==> src/hw/pattern_pkg.sv <==
// Package for the baseband data pattern source: register map, fields,
// reset values and enumerations. Used by the source and its testbench.
package pattern_pkg;

   // Register offsets (byte addresses, one word each)
   localparam logic [7:0] CTRL_OFFSET = 8'h00;
   localparam logic [7:0] NIBBLE_OFFSET = 8'h04;
   localparam logic [7:0] FILE_LEN_OFFSET = 8'h08;
   localparam logic [7:0] FILE_WR_OFFSET = 8'h0c;
   localparam logic [7:0] STATUS_OFFSET = 8'h10;
   localparam logic [7:0] EXT_COUNT_OFFSET = 8'h14;

   // Control fields
   localparam int CTRL_ENABLE_BIT = 0;
   localparam int CTRL_SOURCE_LSB = 4;
   localparam int CTRL_PN_LSB = 8;
   localparam int CTRL_RUN_LSB = 12;

   localparam logic [31:0] CTRL_RESET = 32'h0000_0000;
   localparam logic [3:0] NIBBLE_RESET = 4'h0;
   localparam logic [31:0] UNMAPPED_READ = 32'h0000_0000;

   typedef enum logic [2:0] {
      SRC_PN = 3'b000,
      SRC_NIBBLE = 3'b001,
      SRC_RUN = 3'b010,
      SRC_FILE = 3'b011,
      SRC_EXT = 3'b100
   } source_t;

   typedef enum logic [2:0] {
      PN_9 = 3'b000,
      PN_11 = 3'b001,
      PN_15 = 3'b010,
      PN_20 = 3'b011,
      PN_23 = 3'b100
   } pn_order_t;

   // Run length selector: N = 4 << code, code 0..4 gives 4..64
   localparam logic [2:0] RUN_MAX_CODE = 3'b100;
   localparam logic [6:0] RUN_BASE = 7'h04;

   localparam logic [22:0] PN_SEED = 23'h00_0001;

   typedef struct packed {
      logic [7:0] addr;
      logic [31:0] wdata;
      logic wr;
      logic rd;
   } reg_req_t;

   typedef struct packed {
      logic bit_val;
      logic sync;
   } stream_word_t;

endpackage

==> src/hw/pattern_fifo.sv <==
// Synchronous FIFO between the bit source and the symbol builder.
// Assumes one clock; valid/ready handshake on both sides.
`timescale 1ns/1ps
module pattern_fifo #(
   parameter int WIDTH = 2,
   parameter int DEPTH = 16
) (
   input wire logic clk,
   input wire logic rst,
   input wire logic [WIDTH-1:0] in_data,
   input wire logic in_valid,
   output logic in_ready,
   output logic [WIDTH-1:0] out_data,
   output logic out_valid,
   input wire logic out_ready
);
   localparam int AW = $clog2(DEPTH);
   logic [WIDTH-1:0] mem [DEPTH];
   logic [AW-1:0] wr_ptr_reg;
   logic [AW-1:0] rd_ptr_reg;
   logic [AW:0] count_reg;
   logic push;
   logic pop;

   assign in_ready = (count_reg != (AW+1)'(DEPTH));
   assign out_valid = (count_reg != '0);
   assign push = in_valid && in_ready;
   assign pop = out_valid && out_ready;
   assign out_data = mem[rd_ptr_reg];

   always_ff @(posedge clk) begin
      if (push) begin
         mem[wr_ptr_reg] <= in_data;
      end
   end

   always_ff @(posedge clk or posedge rst) begin
      if (rst) begin
         wr_ptr_reg <= '0;
         rd_ptr_reg <= '0;
         count_reg <= '0;
      end else begin
         if (push) begin
            wr_ptr_reg <= (wr_ptr_reg == AW'(DEPTH-1)) ? '0 : wr_ptr_reg + 1'b1;
         end
         if (pop) begin
            rd_ptr_reg <= (rd_ptr_reg == AW'(DEPTH-1)) ? '0 : rd_ptr_reg + 1'b1;
         end
         count_reg <= count_reg + (AW+1)'(push) - (AW+1)'(pop);
      end
   end
endmodule

==> src/hw/pattern_source.sv <==
// Serial data pattern source for the real-time I/Q symbol builder.
// Assumes the external data pins are synchronous to clk and that the
// symbol builder drains the output stream with valid/ready.
// Overview of operation
// Pseudorandom source offers orders 9, 11, 15, 20 and 23.
// Fixed-nibble source repeats a settable 4-bit word without gaps.
// Run source emits N ones then N zeros, N from 4 to 64.
// All internal sources give a continuous unframed bit stream, no gaps.
// New bits enter the FIFO only while enabled; bits already in the FIFO still go out after enable clears.
// External source forwards the data pin bits in real time.
// Stored bit file plays one bit per entry in position order.
// Outside party supplies data, data clock and symbol sync.
// Each sequence comes from a maximal-length LFSR of that order.
//
// The implementer's own choices: strobed register access and the register addresses.
`timescale 1ns/1ps
module pattern_source
   import pattern_pkg::*;
#(
   parameter int FILE_DEPTH = 1024,
   parameter int FIFO_DEPTH = 16
) (
   input wire logic clk,
   input wire logic rst,
   input wire logic [7:0] addr,
   input wire logic [31:0] wdata,
   input wire logic wr,
   input wire logic rd,
   output logic [31:0] rdata,
   input wire logic ext_data,
   input wire logic ext_data_clk,
   input wire logic ext_symbol_sync,
   output logic bit_out,
   output logic sync_out,
   output logic bit_valid,
   input wire logic bit_ready
);
   localparam int FAW = $clog2(FILE_DEPTH);

   logic [31:0] ctrl_reg;
   logic [3:0] fixed_nibble_pattern_reg;
   logic [FAW:0] file_len_reg;
   logic [FAW-1:0] file_wr_ptr_reg;
   logic file_mem [FILE_DEPTH];
   logic [FAW-1:0] file_rd_ptr_reg;
   logic [22:0] lfsr_reg;
   logic [1:0] nib_idx_reg;
   logic [6:0] run_cnt_reg;
   logic run_level_reg;
   logic ext_clk_prev_reg;
   logic [31:0] ext_count_reg;
   logic overrun_reg;
   logic [31:0] rdata_reg;

   reg_req_t req;
   stream_word_t gen_word;
   stream_word_t fifo_out;
   logic enable;
   source_t source;
   pn_order_t pn_order;
   logic [2:0] run_code;
   logic [6:0] run_len;
   logic gen_valid;
   logic gen_ready;
   logic step;
   logic ext_edge;
   logic pn_bit;
   logic [22:0] pn_state;

   assign req = '{addr: addr, wdata: wdata, wr: wr, rd: rd};
   assign enable = ctrl_reg[CTRL_ENABLE_BIT];
   assign source = source_t'(ctrl_reg[CTRL_SOURCE_LSB +: 3]);
   assign pn_order = pn_order_t'(ctrl_reg[CTRL_PN_LSB +: 3]);
   assign run_code = (ctrl_reg[CTRL_RUN_LSB +: 3] > RUN_MAX_CODE) ?
                     RUN_MAX_CODE : ctrl_reg[CTRL_RUN_LSB +: 3];
   assign run_len = RUN_BASE << run_code;

   // Feedback taps: x^9+x^5+1, x^11+x^9+1, x^15+x^14+1,
   // x^20+x^3+1, x^23+x^18+1, all maximal length
   function automatic logic pn_feedback(input logic [22:0] s,
                                        input pn_order_t o);
      case (o)
         PN_9: pn_feedback = s[8] ^ s[4];
         PN_11: pn_feedback = s[10] ^ s[8];
         PN_15: pn_feedback = s[14] ^ s[13];
         PN_20: pn_feedback = s[19] ^ s[2];
         PN_23: pn_feedback = s[22] ^ s[17];
         default: pn_feedback = s[8] ^ s[4];
      endcase
   endfunction

   // The register is shared by all orders, so after an order change the
   // window of a shorter order can be all zero while upper bits are not
   function automatic logic pn_window_zero(input logic [22:0] s,
                                           input pn_order_t o);
      case (o)
         PN_9: pn_window_zero = (s[8:0] == 9'h000);
         PN_11: pn_window_zero = (s[10:0] == 11'h000);
         PN_15: pn_window_zero = (s[14:0] == 15'h0000);
         PN_20: pn_window_zero = (s[19:0] == 20'h0_0000);
         PN_23: pn_window_zero = (s == 23'h00_0000);
         default: pn_window_zero = (s[8:0] == 9'h000);
      endcase
   endfunction

   function automatic logic [FAW-1:0] wrap_inc(input logic [FAW-1:0] p,
                                               input logic [FAW:0] len);
      wrap_inc = ({1'b0, p} + 1'b1 >= len) ? '0 : p + 1'b1;
   endfunction

   assign pn_state = pn_window_zero(lfsr_reg, pn_order) ?
                     PN_SEED : lfsr_reg;
   assign pn_bit = pn_feedback(pn_state, pn_order);
   assign ext_edge = ext_data_clk && !ext_clk_prev_reg;

   // Continuous source
   // Internal sources offer a bit whenever enabled, so only back-pressure paces them
   always_comb begin
      gen_word.sync = 1'b0;
      gen_valid = enable;
      case (source)
         SRC_PN: gen_word.bit_val = pn_bit;
         SRC_NIBBLE: gen_word.bit_val = fixed_nibble_pattern_reg[3 - nib_idx_reg];
         SRC_RUN: gen_word.bit_val = run_level_reg;
         SRC_FILE: gen_word.bit_val = file_mem[file_rd_ptr_reg];
         SRC_EXT: begin
            gen_word.bit_val = ext_data;
            gen_word.sync = ext_symbol_sync;
            gen_valid = enable && ext_edge;
         end
         default: gen_word.bit_val = 1'b0;
      endcase
   end

   // Gated by enable
   assign step = gen_valid && gen_ready;

   // Register writes
   always_ff @(posedge clk or posedge rst) begin
      if (rst) begin
         ctrl_reg <= CTRL_RESET;
         fixed_nibble_pattern_reg <= NIBBLE_RESET;
         file_len_reg <= '0;
         file_wr_ptr_reg <= '0;
      end else if (req.wr) begin
         case (req.addr)
            CTRL_OFFSET: ctrl_reg <= req.wdata;
            NIBBLE_OFFSET: fixed_nibble_pattern_reg <= req.wdata[3:0];
            FILE_LEN_OFFSET: begin
               file_len_reg <= req.wdata[FAW:0];
               file_wr_ptr_reg <= '0;
            end
            FILE_WR_OFFSET: file_wr_ptr_reg <= file_wr_ptr_reg + 1'b1;
            default: ;
         endcase
      end
   end

   // File storage
   // One bit per entry; writes load positions in ascending order
   always_ff @(posedge clk) begin
      if (req.wr && req.addr == FILE_WR_OFFSET) begin
         file_mem[file_wr_ptr_reg] <= req.wdata[0];
      end
   end

   // File playback
   always_ff @(posedge clk or posedge rst) begin
      if (rst) begin
         file_rd_ptr_reg <= '0;
      end else if (source != SRC_FILE) begin
         file_rd_ptr_reg <= '0;
      end else if (step) begin
         file_rd_ptr_reg <= wrap_inc(file_rd_ptr_reg, file_len_reg);
      end
   end

   // LFSR step
   // A zero window would lock up; the seed stands in for it, so the
   // bit sent and the bit shifted in always agree
   always_ff @(posedge clk or posedge rst) begin
      if (rst) begin
         lfsr_reg <= PN_SEED;
      end else if (source == SRC_PN && step) begin
         lfsr_reg <= {pn_state[21:0], pn_bit};
      end else begin
         lfsr_reg <= pn_state;
      end
   end

   // Nibble repeat
   always_ff @(posedge clk or posedge rst) begin
      if (rst) begin
         nib_idx_reg <= '0;
      end else if (source != SRC_NIBBLE) begin
         nib_idx_reg <= '0;
      end else if (step) begin
         nib_idx_reg <= nib_idx_reg + 1'b1;
      end
   end

   // Run pattern
   always_ff @(posedge clk or posedge rst) begin
      if (rst) begin
         run_cnt_reg <= '0;
         run_level_reg <= 1'b1;
      end else if (source != SRC_RUN) begin
         run_cnt_reg <= '0;
         run_level_reg <= 1'b1;
      end else if (step) begin
         if (run_cnt_reg == run_len - 1'b1) begin
            run_cnt_reg <= '0;
            run_level_reg <= !run_level_reg;
         end else begin
            run_cnt_reg <= run_cnt_reg + 1'b1;
         end
      end
   end

   // External capture
   // A bit the FIFO cannot take is dropped and flagged as overrun
   always_ff @(posedge clk or posedge rst) begin
      if (rst) begin
         ext_clk_prev_reg <= 1'b0;
         ext_count_reg <= '0;
         overrun_reg <= 1'b0;
      end else begin
         ext_clk_prev_reg <= ext_data_clk;
         if (step && source == SRC_EXT) begin
            ext_count_reg <= ext_count_reg + 1'b1;
         end
         if (gen_valid && !gen_ready && source == SRC_EXT) begin
            overrun_reg <= 1'b1;
         end else if (req.rd && req.addr == STATUS_OFFSET) begin
            overrun_reg <= 1'b0;
         end
      end
   end

   // Register reads, data in the following cycle
   always_ff @(posedge clk or posedge rst) begin
      if (rst) begin
         rdata_reg <= '0;
      end else if (req.rd) begin
         case (req.addr)
            CTRL_OFFSET: rdata_reg <= ctrl_reg;
            NIBBLE_OFFSET: rdata_reg <= {28'h000_0000, fixed_nibble_pattern_reg};
            FILE_LEN_OFFSET: rdata_reg <= 32'(file_len_reg);
            FILE_WR_OFFSET: rdata_reg <= 32'(file_wr_ptr_reg);
            STATUS_OFFSET: rdata_reg <= {23'h00_0000, overrun_reg, 5'h00,
                                         gen_ready, bit_valid, enable};
            EXT_COUNT_OFFSET: rdata_reg <= ext_count_reg;
            default: rdata_reg <= UNMAPPED_READ;
         endcase
      end else begin
         rdata_reg <= '0;
      end
   end
   assign rdata = rdata_reg;

   pattern_fifo #(
      .WIDTH($bits(stream_word_t)),
      .DEPTH(FIFO_DEPTH)
   ) fifo_i (
      .clk(clk),
      .rst(rst),
      .in_data(gen_word),
      .in_valid(gen_valid),
      .in_ready(gen_ready),
      .out_data(fifo_out),
      .out_valid(bit_valid),
      .out_ready(bit_ready)
   );

   assign bit_out = fifo_out.bit_val;
   assign sync_out = fifo_out.sync;

   // Run length
   run_switch_a: assert property (@(posedge clk) disable iff (rst)
      (source == SRC_RUN && step && run_cnt_reg == run_len - 1'b1)
      |=> run_level_reg != $past(run_level_reg))
      else $error("run level did not flip at end of run");
   // Run count bound
   run_bound_a: assert property (@(posedge clk) disable iff (rst)
      run_cnt_reg < run_len || $changed(ctrl_reg))
      else $error("run counter beyond run length");
   // Nibble order
   nibble_step_a: assert property (@(posedge clk) disable iff (rst)
      (source == SRC_NIBBLE && step && $stable(ctrl_reg))
      |=> nib_idx_reg == $past(nib_idx_reg) + 2'd1)
      else $error("nibble index did not advance");
   // Lfsr shift
   lfsr_shift_a: assert property (@(posedge clk) disable iff (rst)
      (source == SRC_PN && step)
      |=> lfsr_reg[22:1] == $past(pn_state[21:0]) &&
          lfsr_reg[0] == $past(pn_bit))
      else $error("lfsr did not shift");
   // Gapless source
   gapless_a: assert property (@(posedge clk) disable iff (rst)
      (enable && $past(enable) && source != SRC_EXT && $stable(source))
      |-> bit_valid)
      else $error("internal source left a gap");
   // Disabled quiet
   disabled_quiet_a: assert property (@(posedge clk) disable iff (rst)
      !enable |-> !step)
      else $error("bit generated while disabled");
   // External forward
   ext_forward_a: assert property (@(posedge clk) disable iff (rst)
      (enable && source == SRC_EXT && ext_edge && gen_ready)
      |-> step && gen_word.bit_val == ext_data)
      else $error("external bit not forwarded");
   // File order
   file_order_a: assert property (@(posedge clk) disable iff (rst)
      (source == SRC_FILE && step && $stable(source))
      |=> file_rd_ptr_reg == wrap_inc($past(file_rd_ptr_reg),
                                      $past(file_len_reg)))
      else $error("file position out of order");
endmodule

==> config.mk <==
export PLATFORM = sky130hd
export DESIGN_NAME = pattern_source
export DESIGN_NICKNAME = d
export VERILOG_FILES = /design/src/hw/pattern_pkg.sv /design/src/hw/pattern_fifo.sv /design/src/hw/pattern_source.sv
export SDC_FILE = /design/constraint.sdc
export NUM_CORES = 2
export LEC_CHECK = 0
export BUFFER_PORTS_ARGS = -buffer_cell sky130_fd_sc_hd__buf_2
export CAP_MARGIN = 5
export CORE_UTILIZATION = 59
export DETAILED_ROUTE_END_ITERATION = 6
export PLACE_DENSITY_LB_ADDON = 0.1
export SLEW_MARGIN = 20
export SYNTH_ARGS = -nofsm -noshare
export SYNTH_HDL_FRONTEND = slang
export SYNTH_SLANG_ARGS = --single-unit
export TNS_END_PERCENT = 50
==> constraint.sdc <==
create_clock -name clk -period 8.81 [get_ports clk]
set_clock_uncertainty 0.1 [all_clocks]
set_input_delay 0.881 -clock clk [delete_from_list [all_inputs] [get_ports clk]]
set_output_delay 0.881 -clock clk [all_outputs]
set_load 0.02 [all_outputs]
Yosys cells after proc, flatten, opt, wreduce, memory -nomap -nowiden

Memory sizes are Yosys's and may differ from the RTL's.
Cells that the tools add are included.

Bits of input ports: 48
Latch bits: 0
Memories: 2
Output and inout bits: 35
Logic and storage cells: 123
Bits in writable memories: 1,056
Memory bits (read-only): 0
Bits in registers: 179

Memory list:

| name       | depth | bits a word | rd ports | clocked after Yosys merged registers in | wr ports | RTL line             | RTL |
|---|---|---|---|---|---|---|---|
| file_mem   | 1,024 | 1           | 1        | 0                                       | 1        | pattern_source.sv:44 | `logic file_mem [FILE_DEPTH];` |
| fifo_i.mem | 16    | 2           | 1        | 0                                       | 1        | pattern_fifo.sv:18   | `logic [WIDTH-1:0] mem [DEPTH];` |

Mux-type cells: 32
Shift operators: 1
Equality and inequality tests: 20
Multipliers: 0
Div/mod/pow operators: 0
Add/sub/neg operators: 12
Reductions and logical operators: 32
$lt $le $gt $ge: 3
Bitwise logic cells: 5

Operator list:

| operator                                                    | number |
|---|---|
| one-hot mux 32 bit (6 select lines)                         | 1 |
| two-way mux 23 bit                                          | 2 |
| adder 32 x 1 -> 32 bit, second input constant               | 1 |
| less-than comparator 32 x 3 -> 1 bit, second input constant | 1 |
| two-way mux 32 bit                                          | 1 |
| two-way mux 10 bit                                          | 3 |
| zero test 23 bit                                            | 1 |
| two-way mux 7 bit                                           | 3 |
| adder 10 x 1 -> 10 bit, second input constant               | 2 |
| zero test 20 bit                                            | 1 |
| one-hot mux 10 bit (2 select lines)                         | 1 |
| equality test 8 x 4 -> 1 bit, second input constant         | 2 |
| equality test 8 x 5 -> 1 bit, second input constant         | 2 |
| zero test 15 bit                                            | 1 |
| equality test 3 x 2 -> 1 bit, second input constant         | 4 |
| two-way mux 1 bit                                           | 12 |
| nonzero test 2 bit                                          | 6 |
| adder 10 x 1 -> 11 bit, second input constant               | 1 |
| >= comparator 11 bit                                        | 1 |
| zero test 11 bit                                            | 1 |
| logical AND 1 bit                                           | 10 |
| AND reduction 2 bit                                         | 5 |
| zero test 9 bit                                             | 1 |
| adder 4 x 1 -> 4 bit, second input constant                 | 2 |
| 27 further kinds                                            | 40 |

Longest topological paths before layout

Depth in word-level cells: 8
Depth in mapped cells: 18
Gate-level depth less buffers: 16

Modules after synthesis

A second synthesis with hierarchy kept.

Cells, all modules: 3,946
Area total of the unflattened synthesis: 54,121.9 um^2

Modules (own cells, without submodules):

| module         | cells an instance | instances | sequential area each (um^2) | area an instance (um^2) |
|---|---|---|---|---|
| pattern_source | 3,804             | 1         | 34,906.0                    | 52,007.4 |
| pattern_fifo   | 142               | 1         | 1,286.2                     | 2,114.5 |

Worst setup path after synthesis

No wires, ideal clock.

Path kind: register to register
Start point: register file_rd_ptr_reg[0]
End point: register file_rd_ptr_reg[1]
Data required time: 8.643 ns
Setup slack: 5.133 ns
Arrival: 3.510 ns
Cell stages (with the launch flop): 18
Buffers on the path: 7
Setup time: 0.067 ns
Period minus slack after synthesis: 3.677 ns
Path through: dfrtp_1 buf_6 buf_6 buf_4 buf_6 buf_4 buf_4 buf_2 nand4_1 or2_2 nor2_1 xor2_1 ha_1 a211o_1 nor3_1 inv_1 nor2_1 a22o_1

Cells in the longest elaborated chain, start to end: 5
Elaborated cells between the ends (all ways): 6
Classes of those cells: 2 x add/sub; 1 x order compare; 3 x mux

Ends and longest elaborated chain:

| item                   | RTL line              | RTL |
|---|---|---|
| start, declared        | pattern_source.sv:45  | `logic [FAW-1:0] file_rd_ptr_reg;` |
| start signal, assigned | pattern_source.sv:174 | `file_rd_ptr_reg <= wrap_inc(file_rd_ptr_reg, file_len_reg);` |
| adder 10 x 1 -> 11 bit | pattern_source.sv:108 | `wrap_inc = ({1'b0, p} + 1'b1 >= len) ? '0 : p + 1'b1;` |
| >= comparator 11 bit   | pattern_source.sv:108 |  |
| two-way mux 10 bit (*) | pattern_source.sv:108 |  |
| two-way mux 10 bit (*) | pattern_source.sv:173 | `end else if (step) begin` |
| two-way mux 10 bit (*) | pattern_source.sv:171 | `end else if (source != SRC_FILE) begin` |

Every way passes the cells marked *; elsewhere a longest branch is shown, timed or not. The select of a mux whose other input is x is not followed.
A chain may end at the register's enable or synchronous reset.

Worst setup path in the final report

Start point: register file_rd_ptr_reg[0]
End point: memory fifo_i.mem[4][1] (data pin)

Cells in the longest elaborated chain, start to end: 2

Ends and longest elaborated chain:

| item                               | RTL line              | RTL |
|---|---|---|
| memory (1024 x 1 bit)              | n/a                   |  |
| one-hot mux 1 bit (5 select lines) | pattern_source.sv:121 | `case (source)` |
| net fifo_i.in_data[1]              | pattern_fifo.sv:10    | `input wire logic [WIDTH-1:0] in_data,` |
| end, declared                      | pattern_fifo.sv:18    |  |

The timed path passes the listed nets, and every way through them passes these cells.

==> flow_summary_export.csv <==
group,metric,value,unit
setup_path,path_common_cell,"mux4_2",
floorplanning,die_h,303.8,microns
cells_and_area,largest_reg_flops,1024,
setup_path,cp.arrival,5950,ps
logic_synthesis,yosysWarnings,0,
clocking,cts_made_buffers,130,
clocking,postCtsResizedCells,0,
cells_and_area,multiInputGateArea,16230,sq um
timing,drv_slew,0,
logic_synthesis,synth_area_per_cell,14.07,sq um
logic_synthesis,synth_most_common_cell,"nor2_1",
logic_synthesis,netlist_area,53730,sq um
placement,place_inst,4800,
logic_synthesis,syn_inst,3818,
clocking,cts.sinks,1235,
grt,first_global_vias,32790,
setup_path,path_buf_inv,1,
setup_path,path_delay_family,"simple AND/OR/NAND/NOR gates",
cells_and_area,final_layout_size_suffix_gt1_share,18.61,%
setup_path,critPathKind,"flop to flop",
cells_and_area,nFillCells,6332,
grt,globalRouteOverflowTotal,0,
routing,first_pass_iters,7,
floorplanning,floorplan.rows,110,
cells_and_area,area_delta_synth_final,10.09,%
logic_synthesis,synth_edf_count,1056,
timing,whs,94.76,ps
grt,grt_pass1_wl,210300,microns
power,ir_drop,0.0001929,V
timing,tns,0,ps
clocking,cts.path.max_buffers,3,
timing,final-setup-viol-count,0,
grt,grt_max_degree,235,
logic_synthesis,ys_seq_area_share,67.36,%
grt,antenna_found_initial,3,
floorplanning,fp.coreArea,90150,sq um
placement,pre_cts_ws,3083,ps
setup_path,critPathSlowestCell,"dfrtp_4",
routing,ant_nets,0,
placement,dp_hpwl,76750,microns
cells_and_area,final_cell_count_no_fill,5035,
setup_path,required,9050,ps
logic_synthesis,synth_top_area_cell,"edfxtp_1",
clocking,cts_root_buffer,"clkbuf_16",
run_status,outcome,"finished, violations left",
floorplanning,ios,83,
logic_synthesis,yosys-top-cells-count,"1102 x nor2_1, 1056 x edfxtp_1, 276 x mux4_2",
routing,avgRoutedWirePerCell,28.35,microns
timing,grt_setup_unrepaired,"no",
clocking,clock_latency,740,ps
timing,hold_viol,0,
routing,drt_iter0_markers,4521,
placement,routabilityCongestion,0.8453,
setup_path,end_kind,"flop",
setup_path,crit_path_start_kind,"flop",
routing,vias,33040,
timing,worst_slew_margin_rel,24.16,%
timing,max_freq,0.1750,GHz
timing,fin_crit,5716,ps
clocking,htree_levels,4,
run_status,violations,"DRC",
clocking,cts_tree,"built",
cells_and_area,design_area,59150,sq um
placement,dpl_cell_area,54970,sq um
setup_path,cp_max_fo,44,
cells_and_area,utilization,65.62,%
floorplanning,chipWidth,303.8,microns
clocking,clkTransAtPathRegs,60,ps
logic_synthesis,yosysUniqueCellTypes,64,
routing,drc,4,
logic_synthesis,synth-seq-cells,1235,
clocking,holdBufCountCts,0,
grt,track_usage,31.30,%
placement,portBuffers,82,
cells_and_area,largest-register,"file_mem",
logic_synthesis,ys.flop_type,"edfxtp_1",
flow_run,drv_cap,0,
logic_synthesis,synth_area_leaders,"edfxtp_1 59%, mux4_2 12%, dfrtp_1 8.2%, nor2_1 7.7%, clkbuf_1 1.9%",
logic_synthesis,synth_async_sr_flop_share,14.49,%
cells_and_area,fin_nets,3836,
power,power.density,206.0,nW/um^2
routing,drt-vias-per-instance,6.561,
setup_path,slowest_delay,940,ps
timing,worst_pin_slew,1132,ps
power,p_leak,18.64,nW
clocking,postCtsSetupRepairBufs,0,
setup_path,crit_chain,"buf_4 -> mux4_2 -> mux4_2 -> a22oi_1 -> a21oi_1 -> nor4_1 -> nor4b_1 -> or3b_1",
floorplanning,dieArea,92280,sq um
timing,setup_ws,3094,ps
logic_synthesis,syn_nets,3896,
worst_hold_path,hold_path.class,"primary input to async pin",
cells_and_area,regArea,36200,sq um
routing,drt_wl_total,142700,microns
power,power,12.19,mW
logic_synthesis,synth_top_area_share,59.02,%
timing,period_share,64.88,%
floorplanning,start_util,59.60,%
[worst paths after layout]
path | end | from | cells after the start | slack (ps)
max | fifo_i.mem[4][1]$_DFFE_PP_ | file_rd_ptr_reg[0]$_DFFE_PP0P_ | 8 | 3090
min | ctrl_reg[23]$_DFFE_PP0P_ | rst | 2 | 90
max reg2reg | fifo_i.mem[4][1]$_DFFE_PP_ | file_rd_ptr_reg[0]$_DFFE_PP0P_ | 8 | 3090
min reg2reg | lfsr_reg[8]$_DFF_PP0_ | lfsr_reg[7]$_DFF_PP0_ | 2 | 380
max in group asynchronous | file_rd_ptr_reg[1]$_DFFE_PP0P_ | rst | 3 | 7130
min in group clk | ext_clk_prev_reg$_DFF_PP0_ | ext_data_clk | 1 | 190
[final cells by class]
class	count	share of cell area, %
antenna	1	0.004230
timing repair buffer	152	1.743
sequential	1235	61.21
multi-input combinational	2208	27.44
tap	1176	2.487
clock inverter	54	0.7403
inverter	31	0.2052
clock buffer	178	6.176
[cell usage in the layout, fill, tap and decap left out, types with 23 or more instances in the layout]
cell type,Yosys,routed
nor2_1,1102,1101
edfxtp_1,1056,1056
mux4_2,276,276
dfrtp_1,177,173
clkbuf_16,0,138
nand2_1,146,131
a22oi_1,94,94
buf_2,33,81
a21oi_1,72,72
buf_4,11,62
mux2_2,52,52
o21ai_0,39,39
clkbuf_1,265,35
xnor2_1,34,34
nand3_1,63,32
nand3_2,0,31
ha_1,29,29
inv_1,29,28
and2_1,24,24
clkinv_1,2,23
nor2b_1,26,23
clkinv_2,0,23
[power by group]
group | leakage (nW) | switching (mW) | internal, mW
combinational | 4.68 | 0.238 | 0.161
sequential | 11.9 | 0.0754 | 6.41
clock | 2.02 | 2.21 | 3.10
total | 18.6 | 2.52 | 9.67
[worst register-to-register path, cell delays in order, from the launching register on]
cell and delay, ps:
dfrtp_4 940, buf_4 850, mux4_2 660, mux4_2 490
a22oi_1 550, a21oi_1 160, nor4_1 720, nor4b_1 150
or3b_1 690
[layer usage]
metal	vias to the layer above	global-route usage [%]	share of wire (%)	wire, microns
li1	13890	-	-	-
met2	1811	50.80	49	69580
met4	2	11.53	3.6	5120
met1	17030	42.36	37	53290
met5	-	0	0.0091	13
met3	304	6.351	10	14710
[logic make-up (layout without fill, tap and decap cells)]
| group | after synthesis | in the layout | synth area share (%) |
|---|---|---|---|
| simple gates | 1476 | 1476 | 11.29 |
| flops | 1235 | 1235 | 67.36 |
| buf+inv | 375 | 415 | 2.899 |
| mux | 351 | 351 | 13.12 |
| compound gates | 302 | 302 | 3.824 |
| xor+xnor | 49 | 49 | 0.7987 |
| fa+ha+maj | 30 | 30 | 0.7126 |
| other cells | 0 | 1 | 0 |
(Power assumes the default switching activity.)
